### config.mk
export PLATFORM = sky130hd
export DESIGN_NAME = dccfg_top
export DESIGN_NICKNAME = d
export VERILOG_FILES = /design/src/shared/dccfg_pkg.sv /design/src/hdl/dccfg_divider.sv /design/src/hdl/dccfg_top.sv
export SDC_FILE = /design/constraint.sdc
export NUM_CORES = 1
export LEC_CHECK = 0
export ABC_AREA = 1
export BUFFER_PORTS_ARGS = -buffer_cell sky130_fd_sc_hd__buf_2
export CORE_UTILIZATION = 46
export CTS_CLUSTER_DIAMETER = 150
export DETAILED_ROUTE_END_ITERATION = 10
export PLACE_DENSITY_LB_ADDON = 0.15
export SLEW_MARGIN = 10
export SYNTH_ARGS = -nofsm -noshare
export SYNTH_HDL_FRONTEND = slang
export SYNTH_SLANG_ARGS = --single-unit
### constraint.sdc
create_clock -name i_clk -period 1.8 [get_ports i_clk]
set_input_delay 0.18 -clock i_clk [delete_from_list [all_inputs] [get_ports i_clk]]
set_output_delay 0.18 -clock i_clk [all_outputs]
set_load 0.05 [all_outputs]
### src/shared/dccfg_pkg.sv
// What this block does
// - Divide field picks sysclk divided by 1/2/4/8
// - Divide field ignored with local oscillator
// - Source bit: 0 local oscillator, 1 sysclk
// - Invert bit flips divided sysclk after divider
// - ADC invert flips SAR clock during sync
// - ADC invert ignored when sync off
// - Current limit bit: 0 low, 1 high
// - Sleep bit: 0 tie to battery, 1 float
// - Top bit reads zero, software writes zero
// - Register sits at SFR 0x96, page 0x0
// - Core regulator off in sleep, on in suspend
// - Sync aligns ADC tracking to converter cycle
package dccfg_pkg;

    // ------------------------------------------------------------
    // Register location and layout
    // ------------------------------------------------------------
    localparam logic [7:0] DCCFG_SFR_ADDR = 8'h96;
    localparam logic [3:0] DCCFG_SFR_PAGE = 4'h0;
    localparam logic [7:0] DCCFG_RESET = 8'h00;
    localparam logic [7:0] DCCFG_WRITE_MASK = 8'h7F;
    localparam int DCCFG_SRC_BIT = 0;
    localparam int DCCFG_SLP_BIT = 1;
    localparam int DCCFG_ILIM_BIT = 2;
    localparam int DCCFG_CINV_BIT = 3;
    localparam int DCCFG_AINV_BIT = 4;
    localparam int DCCFG_DIV_LSB = 5;
    localparam logic [2:0] DCCFG_CNT_RESET = 3'h0;

    // ------------------------------------------------------------
    // Decoded configuration fields
    // ------------------------------------------------------------
    typedef struct packed {
        logic [1:0] divide;
        logic adc_inv;
        logic clk_inv;
        logic peak_current_limit_select;
        logic sleep_float;
        logic src_sys;
    } dccfg_fields_t;

    typedef struct packed {
        logic [7:0] addr;
        logic [3:0] page;
        logic [7:0] wdata;
        logic wr;
        logic rd;
    } dccfg_sfr_t;

endpackage

### src/hdl/dccfg_divider.sv
`timescale 1ns/10ps
module dccfg_divider (
    input wire logic i_clk,
    input wire logic i_rst,
    input wire logic [1:0] i_divide,
    output logic o_tick,
    output logic o_level
);
    logic [2:0] cnt_q;
    logic [2:0] cnt_d;
    logic [2:0] half_mask;
    logic wrap;

    // ------------------------------------------------------------
    // Divider count
    // ------------------------------------------------------------
    // Terminal count chosen from the divide field; a change takes effect at once, not at wrap
    assign half_mask = (i_divide == 2'h0) ? 3'h0 :
                       (i_divide == 2'h1) ? 3'h1 :
                       (i_divide == 2'h2) ? 3'h3 : 3'h7;
    assign wrap = ((cnt_q & half_mask) == half_mask);
    assign cnt_d = wrap ? dccfg_pkg::DCCFG_CNT_RESET : cnt_q + 3'h1;
    assign o_tick = wrap;

    // Level is high for the first half of a period; held high throughout at divide by 1
    always_ff @(posedge i_clk) begin
        if (i_rst) begin
            cnt_q <= dccfg_pkg::DCCFG_CNT_RESET;
            o_level <= 1'b0;
        end else begin
            cnt_q <= cnt_d;
            o_level <= (i_divide == 2'h0) ? 1'b1 :
                       ((cnt_d & half_mask) <= (half_mask >> 1));
        end
    end
endmodule

### src/hdl/dccfg_top.sv
`timescale 1ns/10ps
module dccfg_top (
    input wire logic i_clk,
    input wire logic i_rst,
    input wire logic [7:0] i_sfr_addr,
    input wire logic [3:0] i_sfr_page,
    input wire logic [7:0] i_sfr_wdata,
    input wire logic i_sfr_wr,
    input wire logic i_sfr_rd,
    input wire logic i_sync_enable,
    input wire logic i_sleep,
    input wire logic i_suspend,
    input wire logic i_conv_enable,
    input wire logic i_local_osc_clk,
    input wire logic i_adc_sar_clk,
    output logic [7:0] o_sfr_rdata,
    output logic o_sfr_hit,
    output logic o_conv_clk,
    output logic o_conv_clk_sys,
    output logic o_adc_sar_clk,
    output logic o_adc_sync_align,
    output logic o_peak_current_limit_select_high,
    output logic o_sleep_float,
    output logic o_sleep_tie_vbat,
    output logic o_core_reg_on
);
    logic [7:0] cfg_q;
    logic [7:0] rdata_q;
    logic sel;
    logic wr_hit;
    dccfg_pkg::dccfg_fields_t f;
    logic [1:0] div_eff;
    logic div_tick;
    logic div_level;
    logic src_q;
    logic inv_q;
    logic sys_clk_q;
    logic sleep_q;

    // ------------------------------------------------------------
    // Register access
    // ------------------------------------------------------------
    // Address and page decode
    assign sel = (i_sfr_addr == dccfg_pkg::DCCFG_SFR_ADDR) &&
                 (i_sfr_page == dccfg_pkg::DCCFG_SFR_PAGE);
    assign wr_hit = sel && i_sfr_wr;
    assign o_sfr_hit = sel && (i_sfr_wr || i_sfr_rd);

    // Top bit never stored, so it always reads zero
    always_ff @(posedge i_clk) begin
        if (i_rst) begin
            cfg_q <= dccfg_pkg::DCCFG_RESET;
        end else if (wr_hit) begin
            cfg_q <= i_sfr_wdata & dccfg_pkg::DCCFG_WRITE_MASK;
        end
    end

    // Registered read data, zero when not selected
    always_ff @(posedge i_clk) begin
        if (i_rst) begin
            rdata_q <= 8'h00;
        end else begin
            rdata_q <= (sel && i_sfr_rd) ? cfg_q : 8'h00;
        end
    end
    assign o_sfr_rdata = rdata_q;

    // ------------------------------------------------------------
    // Field decode
    // ------------------------------------------------------------
    assign f.divide = cfg_q[dccfg_pkg::DCCFG_DIV_LSB +: 2];
    assign f.adc_inv = cfg_q[dccfg_pkg::DCCFG_AINV_BIT];
    assign f.clk_inv = cfg_q[dccfg_pkg::DCCFG_CINV_BIT];
    assign f.peak_current_limit_select = cfg_q[dccfg_pkg::DCCFG_ILIM_BIT];
    assign f.sleep_float = cfg_q[dccfg_pkg::DCCFG_SLP_BIT];
    assign f.src_sys = cfg_q[dccfg_pkg::DCCFG_SRC_BIT];

    // ------------------------------------------------------------
    // Converter clock path
    // ------------------------------------------------------------
    // Divider held at pass-through while the local oscillator runs
    assign div_eff = src_q ? f.divide : 2'h0;

    dccfg_divider u_div (
        .i_clk(i_clk),
        .i_rst(i_rst),
        .i_divide(div_eff),
        .o_tick(div_tick),
        .o_level(div_level)
    );

    // Source and invert only change at a period boundary, avoiding runts
    always_ff @(posedge i_clk) begin
        if (i_rst) begin
            src_q <= 1'b0;
            inv_q <= 1'b0;
        end else if (div_tick) begin
            src_q <= f.src_sys;
            inv_q <= f.clk_inv;
        end
    end

    // Divided system clock as an enable-rate level; inversion swaps phase
    always_ff @(posedge i_clk) begin
        if (i_rst) begin
            sys_clk_q <= 1'b0;
        end else begin
            sys_clk_q <= div_level ^ inv_q;
        end
    end
    assign o_conv_clk_sys = sys_clk_q;

    // Clock mux: local oscillator or divided system clock
    assign o_conv_clk = src_q ? sys_clk_q : i_local_osc_clk;

    // ------------------------------------------------------------
    // ADC synchronisation
    // ------------------------------------------------------------
    // Invert only while sync is on; 1 inverts, 0 passes
    assign o_adc_sar_clk = i_adc_sar_clk ^
                           (i_sync_enable & f.adc_inv);
    assign o_adc_sync_align = i_sync_enable;

    // ------------------------------------------------------------
    // Analog settings and power modes
    // ------------------------------------------------------------
    assign o_peak_current_limit_select_high = f.peak_current_limit_select;

    // Sleep connection only applies with converter on and device asleep
    always_ff @(posedge i_clk) begin
        if (i_rst) begin
            sleep_q <= 1'b0;
        end else begin
            sleep_q <= i_sleep;
        end
    end
    assign o_sleep_float = sleep_q & i_conv_enable & f.sleep_float;
    assign o_sleep_tie_vbat = sleep_q & i_conv_enable &
                              ~f.sleep_float;

    // Regulator off only in sleep; suspend keeps it on
    assign o_core_reg_on = ~sleep_q | i_suspend;

    // Cycles since the last wrap; a write makes the period unclean
    logic [2:0] gap_q;
    logic clean_q;
    always_ff @(posedge i_clk) begin
        if (i_rst) begin
            gap_q <= 3'h0;
            clean_q <= 1'b0;
        end else if (div_tick) begin
            gap_q <= 3'h0;
            clean_q <= !wr_hit;
        end else begin
            gap_q <= gap_q + 3'h1;
            clean_q <= clean_q && !wr_hit;
        end
    end
endmodule

==> results of run 1 <==
## cell families (layout without fill, tap and decap cells)
logic type,after synthesis,after routing,synth area share [%]
buffers and inverters,37,82,13.4
XOR/XNOR,3,3,2.38
multiplexers,1,1,1.02
flip-flops,22,22,39.9
other,1,1,0.340
adder cells (fa/ha/maj),2,2,2.27
AO/OA/AOI/OAI,5,5,2.49
AND/OR/NAND/NOR,76,76,38.2
## critical path, cell delays in order, from the launching register on
cell and delay (ns):
dfxtp_1 0.44, nand2_2 0.11, nand2_1 0.10, nand2_1 0.08, ha_1 0.28, nor2_1 0.14
nor2_1 0.05, nor2_1 0.08, nand3_1 0.08, nand2_1 0.06, nor2_1 0.05
## metrics by stage
stage / util (%) / instances / hold WS (ns) / power [mW] / setup WS (ns)
finish: 62.3 / 220 / 0.0629 / 0.968 / 0.231
global route: 62.3 / 220 / 0.0526 / 1.01 / 0.0375
CTS: 62.3 / 220 / 0.0577 / 0.974 / 0.203
detailed placement: 59.9 / 216 / 0.389 / 0.610 / 0.224
global placement: 59.9 / 216 / 0.385 / 0.607 / 0.318
floorplan: - / 147 / 0.249 / 0.567 / 0.164
## area by class of cell
class / instances / area share, %
clock buffers: 3 / 1.62
clock inverters: 1 / 2.16
inverters: 34 / 9.17
multi-input cells: 88 / 37.1
flip-flops and latches: 22 / 31.7
well taps: 28 / 2.52
repair buffers: 44 / 15.8
## metal layers
metal | GRT usage (%) | vias up | share of wire (%)
met5 | 0 | - | 0
met4 | 8.33 | 0 | 1.8
met3 | 2.68 | 4 | 4.6
met2 | 32.9 | 26 | 51
met1 | 22.1 | 423 | 42
li1 | - | 532 | -
## cell usage in the layout (no fill, tap or decap), types with 2 or more instances in the layout
| cell | n |
|---|---|
| xnor2_1 | 2 |
| a21oi_1 | 2 |
| buf_2 | 44 |
| o21ai_0 | 2 |
| dfxtp_1 | 22 |
| nor3_1 | 2 |
| nor2_2 | 10 |
| clkbuf_4 | 3 |
| nand3_1 | 3 |
| nor2_1 | 16 |
| nand2_2 | 4 |
| nand4_1 | 9 |
| inv_1 | 33 |
| ha_1 | 2 |
| nor3_4 | 2 |
| nand2_1 | 25 |
## sequential cells by signal, indices dropped and copies added, names as in the netlist
| signal | count |
|---|---|
| cfg_q | 7 |
| inv_q | 1 |
| o_conv_clk_sys | 1 |
| o_sfr_rdata | 7 |
| sleep_q | 1 |
| src_q | 1 |
| u_div.cnt_q | 3 |
| u_div.o_level | 1 |
## worst paths after layout
kind,start,cells after the start,end
setup / recovery,src_q,10,u_div.o_level
hold / removal,i_sleep,3,sleep_q
setup reg to reg,src_q,10,u_div.o_level
hold reg to reg,cfg_q[0],2,o_sfr_rdata[0]
## power by group
part | internal (mW) | switching [mW] | leakage [nW]
sequential | 0.490 | 0.00122 | 0.178
clock | 0.225 | 0.144 | 0.0279
combinational | 0.0376 | 0.0696 | 0.537
total | 0.753 | 0.215 | 0.743
==> results.tsv, run 1 <==
metric	value	unit
RSZ-0062 raised after global routing	false	
Nets	225	
dpl cell area	1340	um^2
endpoints failing hold	0	
Final setup violation count	0	
Design Area, Final	1390	um^2
Post-Syn Area	1100	um^2
initial DRC count	13	
Leak	0.743	nW
die area	2600	um^2
CTS Buf Count	3	
Post-Route Skew	0.00751	ns
Final Max Tran Viols	0	
HPWL Detailed	1750	um
post-synth top area share	39.9	%
list of most frequent post-synthesis cells	inv_1 (33), nand2_1 (25), dfxtp_1 (22), nor2_1 (16), nor2_2 (10)	
Total Routing Usage GR	18.6	%
reg2reg setup slack	0.23	ns
Mapped Nets	179	
CTS root buf	clkbuf_4	
TritonRoute pass-1 iters	3	
critical path type	reg2reg	
Hold Buf Count CTS	0	
total congestion overflow	0	
outcome	completed	
Vias	985	
antenna violation net count after detailed routing	0	
n_diodes	0	
Final TNS setup	0	ns
Peak Freq	637	MHz
Rows	17	
first-pass GRT wire length	3640	um
Synth Flop Type	dfxtp_1	
Worst Path Arrival	1.78	ns
Mean Syn Cell Area	7.51	um^2
Tcrit/Tclk final	87.1	%
vias in the first global route	914	
crit start category	register	
routed length per placed instance	9.47	um
layout cells sized above 1	36.5	%
initial antenna violation count	0	
IO Count	47	
later-pin clock latency in the skew report	0.30	ns
Port Buffers	44	
clk slew on worst S/H paths	0.12	ns
CTS sink cnt	22	
area delta synth->final	26.1	%
Cells after Synth	147	
CP max FO	4	
die width	51.0	um
Yosys reg bits	22	
final weighted congestion in routability-driven placement	0.746	
vias per inst	4.48	
synth unique cells	26	
most instantiated library cell after synthesis	inv_1	
CTS tree	built	
Post-CTS Resized	0	
number of setup buffers added after CTS	0	
y dimension of the die	51.0	um
sequential area share after synthesis	39.9	%
FFs w/ async S/R, synth	0	%
cell taking the most area after synthesis	dfxtp_1	
wirelength, routed	2080	um
CP required	2.02	ns
Synth warnings	0	
Final Critical Period	1.57	ns
power per cell area	696	nW/um^2
EDFF count, synth	0	
FILL cells	214	
register area	440	um^2
Worst setup EP type	register	
largest net degree at the start of global routing	14	
Starting Density	49.4	%
Max Root-Sink Buffers	2	
Core Region	2230	um^2
Synth area leaders	dfxtp_1 (40%), inv_1 (11%), nand2_1 (8.5%)	
H-tree depth	1	
max-cap violations	0	
area of the multi-input gates	515	um^2
HP Class	in2reg	
maximum VDD drop	0.000394	V
drt drc	0	
(Power assumes the default switching activity.)
==> inputs of run 2 (changes only) <==
CORE_UTILIZATION = 47   (was 46)
SYNTH_HIERARCHICAL = 1   (was unset)
==> run 2 against run 1 <==
Net effect: sequential share of layout area down 0.89 points; global-route usage grew 0.52 points; fmax is 0.45% lower; total power is 1.4% higher; non-clock buffer count increased by 1; largest cell class unchanged; highest routed layer unchanged.
==> results.tsv, run 2 <==
metric	value	unit	change
outcome	completed		
HP Class	in2reg		
routed length per placed instance	10.1	um	+6.6%
M1 WL	973	um	+11%
wirelength, routed	2290	um	+10%
Tcrit/Tclk final	87.5	%	+0.40 points
Final Max Tran Viols	0		unchanged
max-cap violations	0		unchanged
Port Buffers	44		unchanged
setup slack after layout	0.224	ns	-0.00714 ns
Leak	0.791	nW	+6.5%
Post-Syn Area	1150	um^2	+4.1%
buffer and inverter count on the worst path	1		+1
Post-Route Skew	0.0121	ns	+0.00462 ns
Worst setup EP type	register		
Peak Freq	635	MHz	-0.45%
Final Critical Period	1.58	ns	+0.00714 ns
RSZ-0062 raised after global routing	false		
crit start category	register		
n_diodes	0		unchanged
list of most frequent post-synthesis cells	inv_1 (39), nand2_1 (25), dfxtp_1 (22), nor2_1 (15)		
reg2reg setup slack	0.22	ns	about the same
Cells after Synth	154		+4.8%
Total Routing Usage GR	19.2	%	+0.52 points
final design utilization	63.5	%	+1.2 points
Nets	232		+3.1%
cell taking the most area after synthesis	dfxtp_1		
vias in the first global route	966		+5.7%
total congestion overflow	0		unchanged
first-pass GRT wire length	3750	um	+2.8%
commonest non-fill, non-tap cell in the layout	buf_2		
Hold Buf Count CTS	0		unchanged
CTS Buf Count	3		unchanged
HPWL Detailed	1840	um	+5.0%
power per cell area	686	nW/um^2	-1.5%
met2 WL	1220	um	+14%
layout cells sized above 1	36.2	%	-0.28 points
hold_sp	i_sleep		
worst hold slack	0.0529	ns	-0.00998 ns
Max Root-Sink Buffers	2		unchanged
EDFF count, synth	0		unchanged
critical path type	reg2reg		
final weighted congestion in routability-driven placement	0.786		+5.4%
Mapped Nets	186		+3.9%
Post-CTS Resized	0		unchanged
clk slew on worst S/H paths	0.13	ns	about the same
most instantiated library cell after synthesis	inv_1		
post-synth top area share	38.3	%	-1.6 points
CTS tree	built		
CP max FO	7		+3
CP most frequent cell	nand3_2		
Rows	17		unchanged
met3 routed WL	84	um	-13%
y dimension of the die	51.4	um	+0.89%
synth unique cells	29		+12%
Synth Flop Type	dfxtp_1		
later-pin clock latency in the skew report	0.31	ns	about the same
TritonRoute pass-1 iters	4		+1
FFs w/ async S/R, synth	0	%	unchanged
area of the multi-input gates	526	um^2	+1.9%
die width	51.4	um	+0.89%
Worst Path Arrival	1.80	ns	+0.02 ns
die area	2650	um^2	+1.8%
reg2reg path depth	8		-2
most frequent cells in the layout	buf_2 (44), inv_1 (39), nand2_1 (25)		
Core Region	2250	um^2	+0.95%
maximum VDD drop	0.000476	V	+21%
RR Endpoint	u_div/o_level		
CP top delay family	flip-flops		
area delta synth->final	24.6	%	
Yosys reg bits	22		unchanged
WHS Endpoint	sleep_q		
initial antenna violation count	0		unchanged
Final TNS setup	0	ns	unchanged
CP required	2.03	ns	about the same
FILL cells	220		+2.8%
cells along the critical path	nand2_1 > inv_1 > o21ai_4 > ha_1 > o22ai_1 > nand3_2 > nand3_2 > a21oi_2		
Final setup violation count	0		unchanged
top sig layer	met4		
Layout Cells excl Fill	227		+3.2%
WHS Path Cells	3		unchanged
largest net degree at the start of global routing	14		unchanged
vias per inst	4.63		+3.4%
Synth warnings	6		+6
Total Power	982	uW	+1.4%
drt drc	0		unchanged
H-tree depth	1		unchanged
antenna violation net count after detailed routing	0		unchanged
initial DRC count	12		-1
Placement Setup Slack	0.241	ns	+0.0167 ns
sequential area share after synthesis	38.3	%	-1.6 points
register area	440	um^2	unchanged
CP max-delay cell	dfxtp_1		
number of setup buffers added after CTS	0		unchanged
dpl cells	223		+3.2%
Synth area leaders	dfxtp_1 (38%), inv_1 (13%), nand2_1 (8.2%)		
R2R Path Start	src_q		
dpl cell area	1380	um^2	+3.0%
CTS sink cnt	22		unchanged
Starting Density	50.9	%	+1.5 points
endpoints failing hold	0		unchanged
Critical Path Max Stage Delay	0.41	ns	-0.03 ns
IO Count	47		unchanged
Mean Syn Cell Area	7.46	um^2	-0.65%
Vias	1051		+6.7%
CTS root buf	clkbuf_4		
Design Area, Final	1430	um^2	+2.9%
-- run 2: worst min-delay path, cell delays in order --
cell and delay, ns:
buf_2 0.09, inv_1 0.04, nor2_1 0.03
-- run 2: area by class of cell --
class	instances	share of cell area, %
multi-input combinational	88	36.7
sequential	22	30.8
timing repair buffer	45	15.9
inverter	40	10.5
tap	28	2.45
clock inverter	1	2.10
clock buffer	3	1.57
-- run 2: worst max-delay path by stage --
stage | to | cells past startpoint | start | slack [ns]
6_report | u_div/o_level | 8 | src_q | 0.22
5_1_grt | u_div/o_level | 8 | src_q | 0.15
3_5_place_dp | u_div/o_level | 8 | src_q | 0.24
4_1_cts | u_div/o_level | 8 | src_q | 0.24
3_3_place_gp | u_div/o_level | 8 | src_q | 0.29
2_1_floorplan | o_sleep_float | 2 | cfg_q[1] | 0.16
-- run 2: logic make-up (layout without fill, tap and decap cells) --
kind of cell / Yosys count / count (layout) / synth area share, %
buf+inv: 44 / 89 / 15.9
mux: 1 / 1 / 0.980
flops: 22 / 22 / 38.3
compound gates: 8 / 8 / 5.34
simple gates: 73 / 73 / 34.6
xor+xnor: 3 / 3 / 2.29
other cells: 1 / 1 / 0.326
fa+ha+maj: 2 / 2 / 2.18
-- run 2: report_power, final --
| group | leakage (nW) | internal [mW] | switching (mW) | total [mW] |
|---|---|---|---|---|
| Clock | 0.0279 | 0.225 | 0.154 | 0.379 |
| Sequential | 0.178 | 0.490 | 0.00125 | 0.492 |
| Combinational | 0.585 | 0.0401 | 0.0704 | 0.111 |
-- run 2: layer usage --
metal	vias up	global-route usage, %
li1	551	-
met1	471	20.0
met2	25	36.1
met3	4	4.46
met4	0	7.66
met5	-	0
